[src/rtl/stc_pkg.sv]
// constants shared by the timer output and clear control block
package stc_pkg;
  // ==========================================================
  // register indices on the plain register port
  localparam logic [2:0] REG_CTRL0 = 3'h0;
  localparam logic [2:0] REG_CTRL1 = 3'h1;
  localparam logic [2:0] REG_CNT_LO = 3'h2;
  localparam logic [2:0] REG_CNT_HI = 3'h3;
  localparam logic [2:0] REG_CMPA_LO = 3'h4;
  localparam logic [2:0] REG_CMPA_HI = 3'h5;
  localparam logic [2:0] REG_CMPP = 3'h6;
  // ==========================================================
  // control 0 field positions
  localparam int C0_PAUSE = 7;
  localparam int C0_ON = 3;
  // ==========================================================
  // control 1 field positions
  localparam int C1_MODE_HI = 7;
  localparam int C1_MODE_LO = 6;
  localparam int C1_PIN_HI = 5;
  localparam int C1_PIN_LO = 4;
  localparam int C1_LEVEL = 3;
  localparam int C1_INVERT = 2;
  localparam int C1_SWAP = 1;
  localparam int C1_CLR_SEL = 0;
  // ==========================================================
  // reset values and the count increment
  localparam logic [7:0] CTRL_RESET = 8'h00;
  localparam logic [7:0] BYTE_RESET = 8'h00;
  localparam logic [15:0] WORD_RESET = 16'h0000;
  localparam logic [15:0] WORD_ONE = 16'h0001;
  // ==========================================================
  // operating modes and pin functions
  localparam logic [1:0] MODE_COMPARE = 2'h0;
  localparam logic [1:0] MODE_UNDEF = 2'h1;
  localparam logic [1:0] MODE_PWM = 2'h2;
  localparam logic [1:0] MODE_TIMER = 2'h3;
  localparam logic [1:0] PIN_F0 = 2'h0;
  localparam logic [1:0] PIN_F1 = 2'h1;
  localparam logic [1:0] PIN_F2 = 2'h2;
  localparam logic [1:0] PIN_F3 = 2'h3;
endpackage

[src/rtl/stc_cnt_if.sv]
// signals between the control logic and the 16-bit counter core
`timescale 1ns/1ps
interface stc_cnt_if;
  logic run;
  logic on_rise;
  logic clr_on_a;
  logic clr_on_p;
  logic [15:0] cmpa;
  logic [7:0] cmpp;
  logic [15:0] count;
  logic a_match;
  logic p_match;
  modport ctl (output run, output on_rise, output clr_on_a, output clr_on_p,
    output cmpa, output cmpp, input count, input a_match, input p_match);
  modport cnt (input run, input on_rise, input clr_on_a, input clr_on_p,
    input cmpa, input cmpp, output count, output a_match, output p_match);
endinterface

[src/rtl/stc_counter.sv]
// 16-bit count-up core with comparator A and P and selectable clear
`timescale 1ns/1ps
module stc_counter (
  // clock and reset
  input wire logic MCLK,
  input wire logic RST_N,
  // control side
  stc_cnt_if.cnt bus
);
  typedef struct packed {
    logic [15:0] count;
  } stc_cnt_state_t;

  stc_cnt_state_t state;
  stc_cnt_state_t next_state;

  // comparator P matches the count against its byte as top byte over a zero low byte; zero means run to full range
  assign bus.p_match = (bus.cmpp != stc_pkg::BYTE_RESET) &&
    (state.count == {bus.cmpp, stc_pkg::BYTE_RESET});
  // a zero compare A never matches, the counter just wraps
  assign bus.a_match = (bus.cmpa != stc_pkg::WORD_RESET) &&
    (state.count == bus.cmpa);
  assign bus.count = state.count;

  always_comb begin
    next_state = state;
    if (bus.on_rise) begin
      next_state.count = stc_pkg::WORD_RESET;
    end else if (bus.run) begin
      if ((bus.clr_on_a && bus.a_match) || (bus.clr_on_p && bus.p_match)) begin
        next_state.count = stc_pkg::WORD_RESET;
      end else begin
        // natural 16-bit wrap is the overflow clear
        next_state.count = state.count + stc_pkg::WORD_ONE;
      end
    end
    // not running: value frozen
  end

  always_ff @(posedge MCLK or negedge RST_N) begin
    if (!RST_N) begin
      state <= '0;
    end else begin
      state <= next_state;
    end
  end
endmodule

[src/rtl/stc_timer.sv]
// timer output pin control, counter clear selection and counter readout
//
// Summary of operation
// - compare mode, A match: 00 keep, 01 low, 10 high, 11 toggle pin.
// - pwm mode: 00 inactive, 01 active, 10 pwm waveform, 11 single pulse.
// - compare match only visibly changes pin if requested level differs from initial.
// - counter-on rising edge returns the pin to its initial level.
// - compare mode: level bit gives initial pin level, 0 low, 1 high.
// - pwm mode: level bit gives active level, 0 low, 1 high.
// - single pulse: level bit is the pin level applied at counter-on rise.
// - invert bit inverts the output pin, except in timer/counter mode and the undefined mode.
// - swap bit 0: P sets period, A duty; 1: roles exchanged.
// - clear select 1 clears on A match, 0 on P match or overflow.
// - with clear select 0, overflow clear only when compare P is all zeros.
// - clear select ignored in pwm and single pulse modes.
// - counter readable as low and high byte, both zero after reset.
// - mode bits: 00 compare, 01 undefined, 10 pwm/pulse, 11 timer.
// - counter-on rise zeroes the counter, fall freezes it.
// - high byte read buffers low byte; next low read returns buffer.
`timescale 1ns/1ps
module stc_timer (
  // clock and reset
  input wire logic MCLK,
  input wire logic RST_N,
  // register port
  input wire logic [2:0] ADDR,
  input wire logic [7:0] WDATA,
  input wire logic WR,
  input wire logic RD,
  output logic [7:0] RDATA,
  // timer output pin
  output logic TIMER_OUTPUT_PIN,
  output logic TIMER_OUTPUT_EN
);
  typedef struct packed {
    logic pause;
    logic counter_on;
    logic on_prev;
    logic [7:0] ctrl1;
    logic [15:0] cmpa;
    logic [7:0] cmpp;
    logic [7:0] lo_buf;
    logic [7:0] rdata;
    logic pin_level;
    logic pulse_active;
    logic pin_out;
    logic pin_en;
  } stc_state_t;

  stc_state_t state;
  stc_state_t next_state;
  stc_cnt_if cif ();

  logic [1:0] mode;
  logic [1:0] pin_fn;
  logic level_ctl;
  logic invert;
  logic swap;
  logic clr_sel;
  logic on_rise;
  logic run;
  logic [16:0] duty;
  logic pwm_active;
  logic raw_level;

  // ==========================================================
  // control field decode
  assign mode = {state.ctrl1[stc_pkg::C1_MODE_HI], state.ctrl1[stc_pkg::C1_MODE_LO]};
  assign pin_fn = {state.ctrl1[stc_pkg::C1_PIN_HI], state.ctrl1[stc_pkg::C1_PIN_LO]};
  assign level_ctl = state.ctrl1[stc_pkg::C1_LEVEL];
  assign invert = state.ctrl1[stc_pkg::C1_INVERT];
  assign swap = state.ctrl1[stc_pkg::C1_SWAP];
  assign clr_sel = state.ctrl1[stc_pkg::C1_CLR_SEL];
  assign on_rise = state.counter_on && !state.on_prev;
  assign run = state.counter_on && !state.pause;

  // ==========================================================
  // counter core
  assign cif.run = run;
  assign cif.on_rise = on_rise;
  assign cif.cmpa = state.cmpa;
  assign cif.cmpp = state.cmpp;

  always_comb begin
    if (mode == stc_pkg::MODE_PWM) begin
      // period comparator clears regardless of clear select
      cif.clr_on_a = swap;
      cif.clr_on_p = !swap;
    end else begin
      cif.clr_on_a = clr_sel;
      cif.clr_on_p = !clr_sel;
    end
  end

  stc_counter u_counter (
    .MCLK(MCLK),
    .RST_N(RST_N),
    .bus(cif.cnt)
  );

  // ==========================================================
  // pwm duty: compare P zero stands for the full 65536 range
  always_comb begin
    if (swap) begin
      duty = (state.cmpp == stc_pkg::BYTE_RESET) ? 17'h10000 :
        {1'b0, state.cmpp, stc_pkg::BYTE_RESET};
    end else begin
      duty = {1'b0, state.cmpa};
    end
  end
  // duty above the period value simply never ends the active phase
  assign pwm_active = {1'b0, cif.count} < duty;

  // ==========================================================
  // pin level before inversion
  always_comb begin
    raw_level = state.pin_level;
    if (mode == stc_pkg::MODE_PWM) begin
      unique case (pin_fn)
        stc_pkg::PIN_F0: raw_level = !level_ctl;
        stc_pkg::PIN_F1: raw_level = level_ctl;
        stc_pkg::PIN_F2: raw_level = pwm_active ? level_ctl : !level_ctl;
        stc_pkg::PIN_F3: raw_level = state.pulse_active ? level_ctl : !level_ctl;
      endcase
    end
  end

  // ==========================================================
  // register file, pin state and readout
  always_comb begin
    next_state = state;
    next_state.on_prev = state.counter_on;
    next_state.rdata = stc_pkg::BYTE_RESET;
    if (WR) begin
      unique case (ADDR)
        stc_pkg::REG_CTRL0: begin
          next_state.pause = WDATA[stc_pkg::C0_PAUSE];
          next_state.counter_on = WDATA[stc_pkg::C0_ON];
        end
        stc_pkg::REG_CTRL1: next_state.ctrl1 = WDATA;
        stc_pkg::REG_CMPA_LO: next_state.cmpa[7:0] = WDATA;
        stc_pkg::REG_CMPA_HI: next_state.cmpa[15:8] = WDATA;
        stc_pkg::REG_CMPP: next_state.cmpp = WDATA;
        default: begin
        end
      endcase
    end
    if (RD) begin
      unique case (ADDR)
        stc_pkg::REG_CTRL0: begin
          next_state.rdata[stc_pkg::C0_PAUSE] = state.pause;
          next_state.rdata[stc_pkg::C0_ON] = state.counter_on;
        end
        stc_pkg::REG_CTRL1: next_state.rdata = state.ctrl1;
        stc_pkg::REG_CNT_LO: next_state.rdata = state.lo_buf;
        stc_pkg::REG_CNT_HI: begin
          next_state.rdata = cif.count[15:8];
          next_state.lo_buf = cif.count[7:0];
        end
        stc_pkg::REG_CMPA_LO: next_state.rdata = state.cmpa[7:0];
        stc_pkg::REG_CMPA_HI: next_state.rdata = state.cmpa[15:8];
        stc_pkg::REG_CMPP: next_state.rdata = state.cmpp;
        default: begin
        end
      endcase
    end
    // pin events
    if (on_rise) begin
      next_state.pin_level = level_ctl;
      next_state.pulse_active = 1'b1;
    end else if (run && cif.a_match) begin
      // pulse ends on its duty compare
      if (mode == stc_pkg::MODE_PWM && cif.count == duty[15:0]) begin
        next_state.pulse_active = 1'b0;
      end
      if (mode == stc_pkg::MODE_COMPARE) begin
        // setting the level it already has leaves the pin unchanged
        unique case (pin_fn)
          stc_pkg::PIN_F0: next_state.pin_level = state.pin_level;
          stc_pkg::PIN_F1: next_state.pin_level = 1'b0;
          stc_pkg::PIN_F2: next_state.pin_level = 1'b1;
          stc_pkg::PIN_F3: next_state.pin_level = !state.pin_level;
        endcase
      end
    end else if (run && mode == stc_pkg::MODE_PWM && swap && cif.p_match) begin
      next_state.pulse_active = 1'b0;
    end
    // full-range duty: the pulse lasts the whole period
    if (run && mode == stc_pkg::MODE_PWM && swap && duty == 17'h10000 && cif.a_match) begin
      next_state.pulse_active = 1'b0;
    end
    // timer mode and the undefined code leave the pin undriven
    next_state.pin_en = (mode == stc_pkg::MODE_COMPARE) || (mode == stc_pkg::MODE_PWM);
    next_state.pin_out = next_state.pin_en ? (raw_level ^ invert) : 1'b0;
  end

  always_ff @(posedge MCLK or negedge RST_N) begin
    if (!RST_N) begin
      state <= '0;
    end else begin
      state <= next_state;
    end
  end

  assign RDATA = state.rdata;
  assign TIMER_OUTPUT_PIN = state.pin_out;
  assign TIMER_OUTPUT_EN = state.pin_en;
endmodule

[config.mk]
export PLATFORM = sky130hd
export DESIGN_NAME = stc_timer
export DESIGN_NICKNAME = d
export VERILOG_FILES = /design/src/rtl/stc_pkg.sv /design/src/rtl/stc_cnt_if.sv /design/src/rtl/stc_counter.sv /design/src/rtl/stc_timer.sv
export SDC_FILE = /design/constraint.sdc
export NUM_CORES = 1
export LEC_CHECK = 0
export ABC_AREA = 1
export BUFFER_PORTS_ARGS = -buffer_cell sky130_fd_sc_hd__buf_2
export CORE_MARGIN = 1
export CORE_UTILIZATION = 60
export DETAILED_ROUTE_END_ITERATION = 12
export GPL_ROUTABILITY_DRIVEN = 1
export PLACE_DENSITY = 0.87
export SLEW_MARGIN = 20
export SYNTH_ARGS = -nofsm -noshare
export SYNTH_HDL_FRONTEND = slang
export SYNTH_HIERARCHICAL = 1
export SYNTH_SLANG_ARGS = --single-unit
[constraint.sdc]
create_clock -name MCLK -period 2.5 [get_ports MCLK]
set_input_delay 0.5 -clock MCLK [delete_from_list [all_inputs] [get_ports MCLK]]
set_output_delay 0.5 -clock MCLK [all_outputs]
set_load 0.02 [all_outputs]
==> metrics list <==
* Synthesis warning total: 6
- Result of the run: finished, final reports clean
- The later pin in the worst-skew pair is clocked with a latency of 0.36 ns.
* XOR/XNOR Fraction of Synth Area: 0.0253
* Final core utilization: 0.675
- In this run the critical register-to-register path is captured at TIMER_OUTPUT_PIN$_DFF_PN0_.
- Die area: 8430 sq um
* Gate count of the mapped netlist: 679
- IO buf count: 24
- # H-tree levels: 3
* Detailed-routing iteration count for the pre-antenna-repair pass: 10
- Vias per inst: 5.87
* CP max stage delay: 0.50 ns
* Adder and majority cell fraction of the synthesized area: 0.0491
* Fraction of post-synthesis cell area in the top cell type by area: 0.367
* Global placer's final weighted congestion: 1.05
* Part of the total power dissipated in sequential elements: 0.445
- EDFF count, synth: 0
- Effective utilization at floorplan: 0.623
- Transition time at the pin with the least slew margin: 0.698 ns
* Number of nets with antenna violations after detailed routing: 0
* Post-layout min period: 2.27 ns
- Data on the critical path is required at its endpoint by 2.75 ns.
- Overflow left after global routing: 0
- Via total after detailed routing: 4793
- Beginning of the worst register-to-register path: state[45]$_DFFE_PN0P_
* Main combinational cell family by area after synthesis: simple AND/OR/NAND/NOR gates
- Synthesized netlist net count: 713
- Worst slew margin relative to its limit: 0.535
- Master of the slowest instance on the critical path: sky130_fd_sc_hd__dfrtp_2
* Max frequency: 441 MHz
- GRT Total Usage: 0.365
* Wire length of the first global-routing pass: 23.3 mm
- Aggregate routed wire length: 14.4 mm
- Max clock buf depth: 2
- Antenna diode count: 0
- In this run the clock root is driven by a sky130_fd_sc_hd__clkbuf_8.
* WP data arrival: 2.51 ns
- Once the clock tree was built, the setup fixing pass inserted 0 buffers.
* CTS tree: done
* Portion of total power attributed to the clock network: 0.253
- After detailed routing, the number of remaining DRC violations is 0.
* Post-Synthesis Mean Instance Area: 7.12 sq um
* Max-capacitance violation count: 0
- Cell area reported after detailed placement: 5060 sq um
* Clock-pin slew on the worst setup and hold paths: 0.10 ns
* Total core area: 7770 sq um
* Worst hold path type: in -> async
- Summed over all instances, the cell type with the most area after synthesis is sky130_fd_sc_hd__dfrtp_1.
- Register-to-register path setup slack: 0.23 ns
- Max Slew Vio Count: 0
- Most instantiated flip-flop cell in the synthesis netlist: sky130_fd_sc_hd__dfrtp_1
- Count of cell types in the netlist: 40
* Wire length per cell: 17.7 um
* Power per unit of standard cell area: 678 nW/um^2
* Initial antenna violation count: 0
* Peak VDD IR: 428 uV
- Setup violations remaining at the end of the flow were counted as 0.
* Cell area after layout: 5250 sq um
- TritonCTS Buffers: 9
* Via count of the first global-routing pass: 4478
- Critical path class: reg -> reg
- Compound-cell area share of the yosys netlist: 0.109
- Fraction of final layout cells sized beyond drive strength 1: 0.140
* Number of register bits inferred by synthesis: 71
- Count of pins on the block boundary: 25
- Initial detailed-routing violation count: 577
- Of the total synthesized cell area, the portion taken by AND, OR, NAND and NOR gates is 0.325.
- In this run the power spent charging and discharging nets is 0.00146 W.
- Entering global routing, the biggest net connects 43 pins.
- Number of hold violations in the final report: 0
* Number of core rows: 32
- Of the total power, the share spent switching nets is 0.410.
* Clk sink count: 71
- Setup total negative slack on the finished layout was measured at 0 ns.
- Post-synthesis mux area share: 0.0184
* Combined area of all synthesized cells: 4840 sq um
* Type of element capturing the critical path: flop
- The clock arrives with 0.0150 ns of skew.
* Largest driver fanout on the critical path: 11
- The share of total power dissipated in combinational logic is 0.302.
- Cell internal power dissipation: 0.00210 W
- Die Ht: 91.8 um
* Unrepaired setup endpoints after global routing: no
- Signed area change from the synthesized netlist to the final layout: 8.46%
- STA classifies the critical path startpoint as a flop.
* Synth area leaders: sky130_fd_sc_hd__dfrtp_1 37%, sky130_fd_sc_hd__nand2_1 17%, sky130_fd_sc_hd__nor2_1 5.8%
- For this run, the post-layout net count is 743.
- Proportion of register bits with asynchronous set or reset after synthesis: 1.00
- For this design the static power due to leakage is 2.64 nW.
- Measured in cells, the most critical reg-to-reg path has a length of 11.
* Period utilisation layout: 0.906
- The floorplan step set the die width to 91.8 um.
* Sequential-to-total area share from yosys stat: 0.367
* Half-perimeter wire length after placement: 11.0 mm
- Traced cell by cell, the critical path runs through buf_4 > o21ai_0 > ha_1 > inv_1 > nor2_1 > o21ai_0 > nand4_1 > nand3_2 > nand2_2 > a21oi_1 > nor2_1.
## power by group through the flow
| stage | clock, W | sequential (W) | combinational [W] |
|---|---|---|---|
| 2_1_floorplan | 0 | 0.00149 | 0.000763 |
| 3_3_place_gp | 0 | 0.00159 | 0.00103 |
| 3_5_place_dp | 0 | 0.00159 | 0.00105 |
| 4_1_cts | 0.000899 | 0.00157 | 0.00106 |
| 5_1_grt | 0.000942 | 0.00160 | 0.00121 |
| 6_report | 0.000898 | 0.00158 | 0.00107 |
## state kept, by name (all words and copies together), names as in the netlist
name                 cells
cif.cmpp                 8
TIMER_OUTPUT_EN          1
level_ctl                1
TIMER_OUTPUT_PIN         1
state                   13
u_counter/bus.count     16
pin_fn                   2
clr_sel                  1
invert                   1
next_state               1
mode                     2
RDATA                    8
cif.cmpa                16
## cell usage after synthesis (7+ instances only)
cell type and instances:
sky130_fd_sc_hd__a21oi_1 14, sky130_fd_sc_hd__mux2_2 7, sky130_fd_sc_hd__nand2_1 213, sky130_fd_sc_hd__buf_6 8, sky130_fd_sc_hd__buf_4 10, sky130_fd_sc_hd__nand3_1 35, sky130_fd_sc_hd__o21ai_0 51, sky130_fd_sc_hd__nand3_2 9
sky130_fd_sc_hd__dfrtp_1 71, sky130_fd_sc_hd__nor2_1 75, sky130_fd_sc_hd__nor3_1 7, sky130_fd_sc_hd__ha_1 19, sky130_fd_sc_hd__inv_2 9, sky130_fd_sc_hd__nand4_1 11, sky130_fd_sc_hd__inv_1 74, sky130_fd_sc_hd__xnor2_1 10
sky130_fd_sc_hd__a221oi_1 9
## how the worst max path moves through the flow
stage	from	to	slack (ns)
floorplan	state[45]$_DFFE_PN0P_	TIMER_OUTPUT_PIN$_DFF_PN0_	0.41
global placement	state[45]$_DFFE_PN0P_	TIMER_OUTPUT_PIN$_DFF_PN0_	0.32
detailed placement	state[45]$_DFFE_PN0P_	TIMER_OUTPUT_PIN$_DFF_PN0_	0.22
CTS	state[45]$_DFFE_PN0P_	TIMER_OUTPUT_PIN$_DFF_PN0_	0.21
global route	state[45]$_DFFE_PN0P_	TIMER_OUTPUT_PIN$_DFF_PN0_	0.06
finish	state[45]$_DFFE_PN0P_	TIMER_OUTPUT_PIN$_DFF_PN0_	0.23
## per-layer routing
layer / global-route usage / vias to the layer above / part of all wire
li1: - / 2243 / -
met1: 0.515 / 2233 / 0.42
met2: 0.564 / 268 / 0.44
met3: 0.0522 / 49 / 0.097
met4: 0.151 / 0 / 0.037
met5: 0 / - / 0
## critical path, delay by kind of cell, from the launching register on
kind / cells / cell delay, ns
DFF: 1 / 0.50
buffers and inverters: 2 / 0.27
AOI/OAI and AO/OA: 3 / 0.65
adders and majority gates: 1 / 0.31
and+or+nand+nor: 5 / 0.42
## kinds of logic after synthesis
logic type                 Yosys count
AOI/OAI and AO/OA                   91
xor gates and xnor gates            14
adders and majority gates           19
buffers and inverters              110
DFF                                 71
muxes                                8
and+or+nand+nor                    366
## metrics by stage
| step | total power [W] | std cells | hold WS, ns | setup WS, ns |
|---|---|---|---|---|
| after floorplan | 0.00226 | 679 | 0.204 | 0.415 |
| after global placement | 0.00262 | 800 | 0.386 | 0.324 |
| after detailed placement | 0.00264 | 800 | 0.396 | 0.221 |
| after CTS | 0.00352 | 816 | 0.205 | 0.213 |
| after global routing | 0.00374 | 816 | 0.237 | 0.0604 |
| final | 0.00355 | 816 | 0.183 | 0.235 |
## cells in the final DEF, fill, tap and decap left out, drive strengths merged, types with 10 or more instances in the layout
cell,instances
nand3,44
nor2,79
o21ai,51
buf,45
inv,87
ha,19
xnor2,10
nand4,11
nand2,219
dfrtp,71
a21oi,14
## final cells by class
| class | count | area, sq um |
|---|---|---|
| clock buffer | 9 | 124 |
| clock inverter | 7 | 63.8 |
| fill | 703 | 2520 |
| inverter | 84 | 315 |
| multi-input combinational | 498 | 2550 |
| sequential | 71 | 1780 |
| tap | 102 | 128 |
| timing repair buffer | 45 | 290 |
## what timing repair did
item                                   CTS  global route
endpoints found under the hold margin    0             0
resized for setup                        0             1
setup endpoints to repair                0             1
hold buffers                             0             0
(Power assumes the default switching activity.)
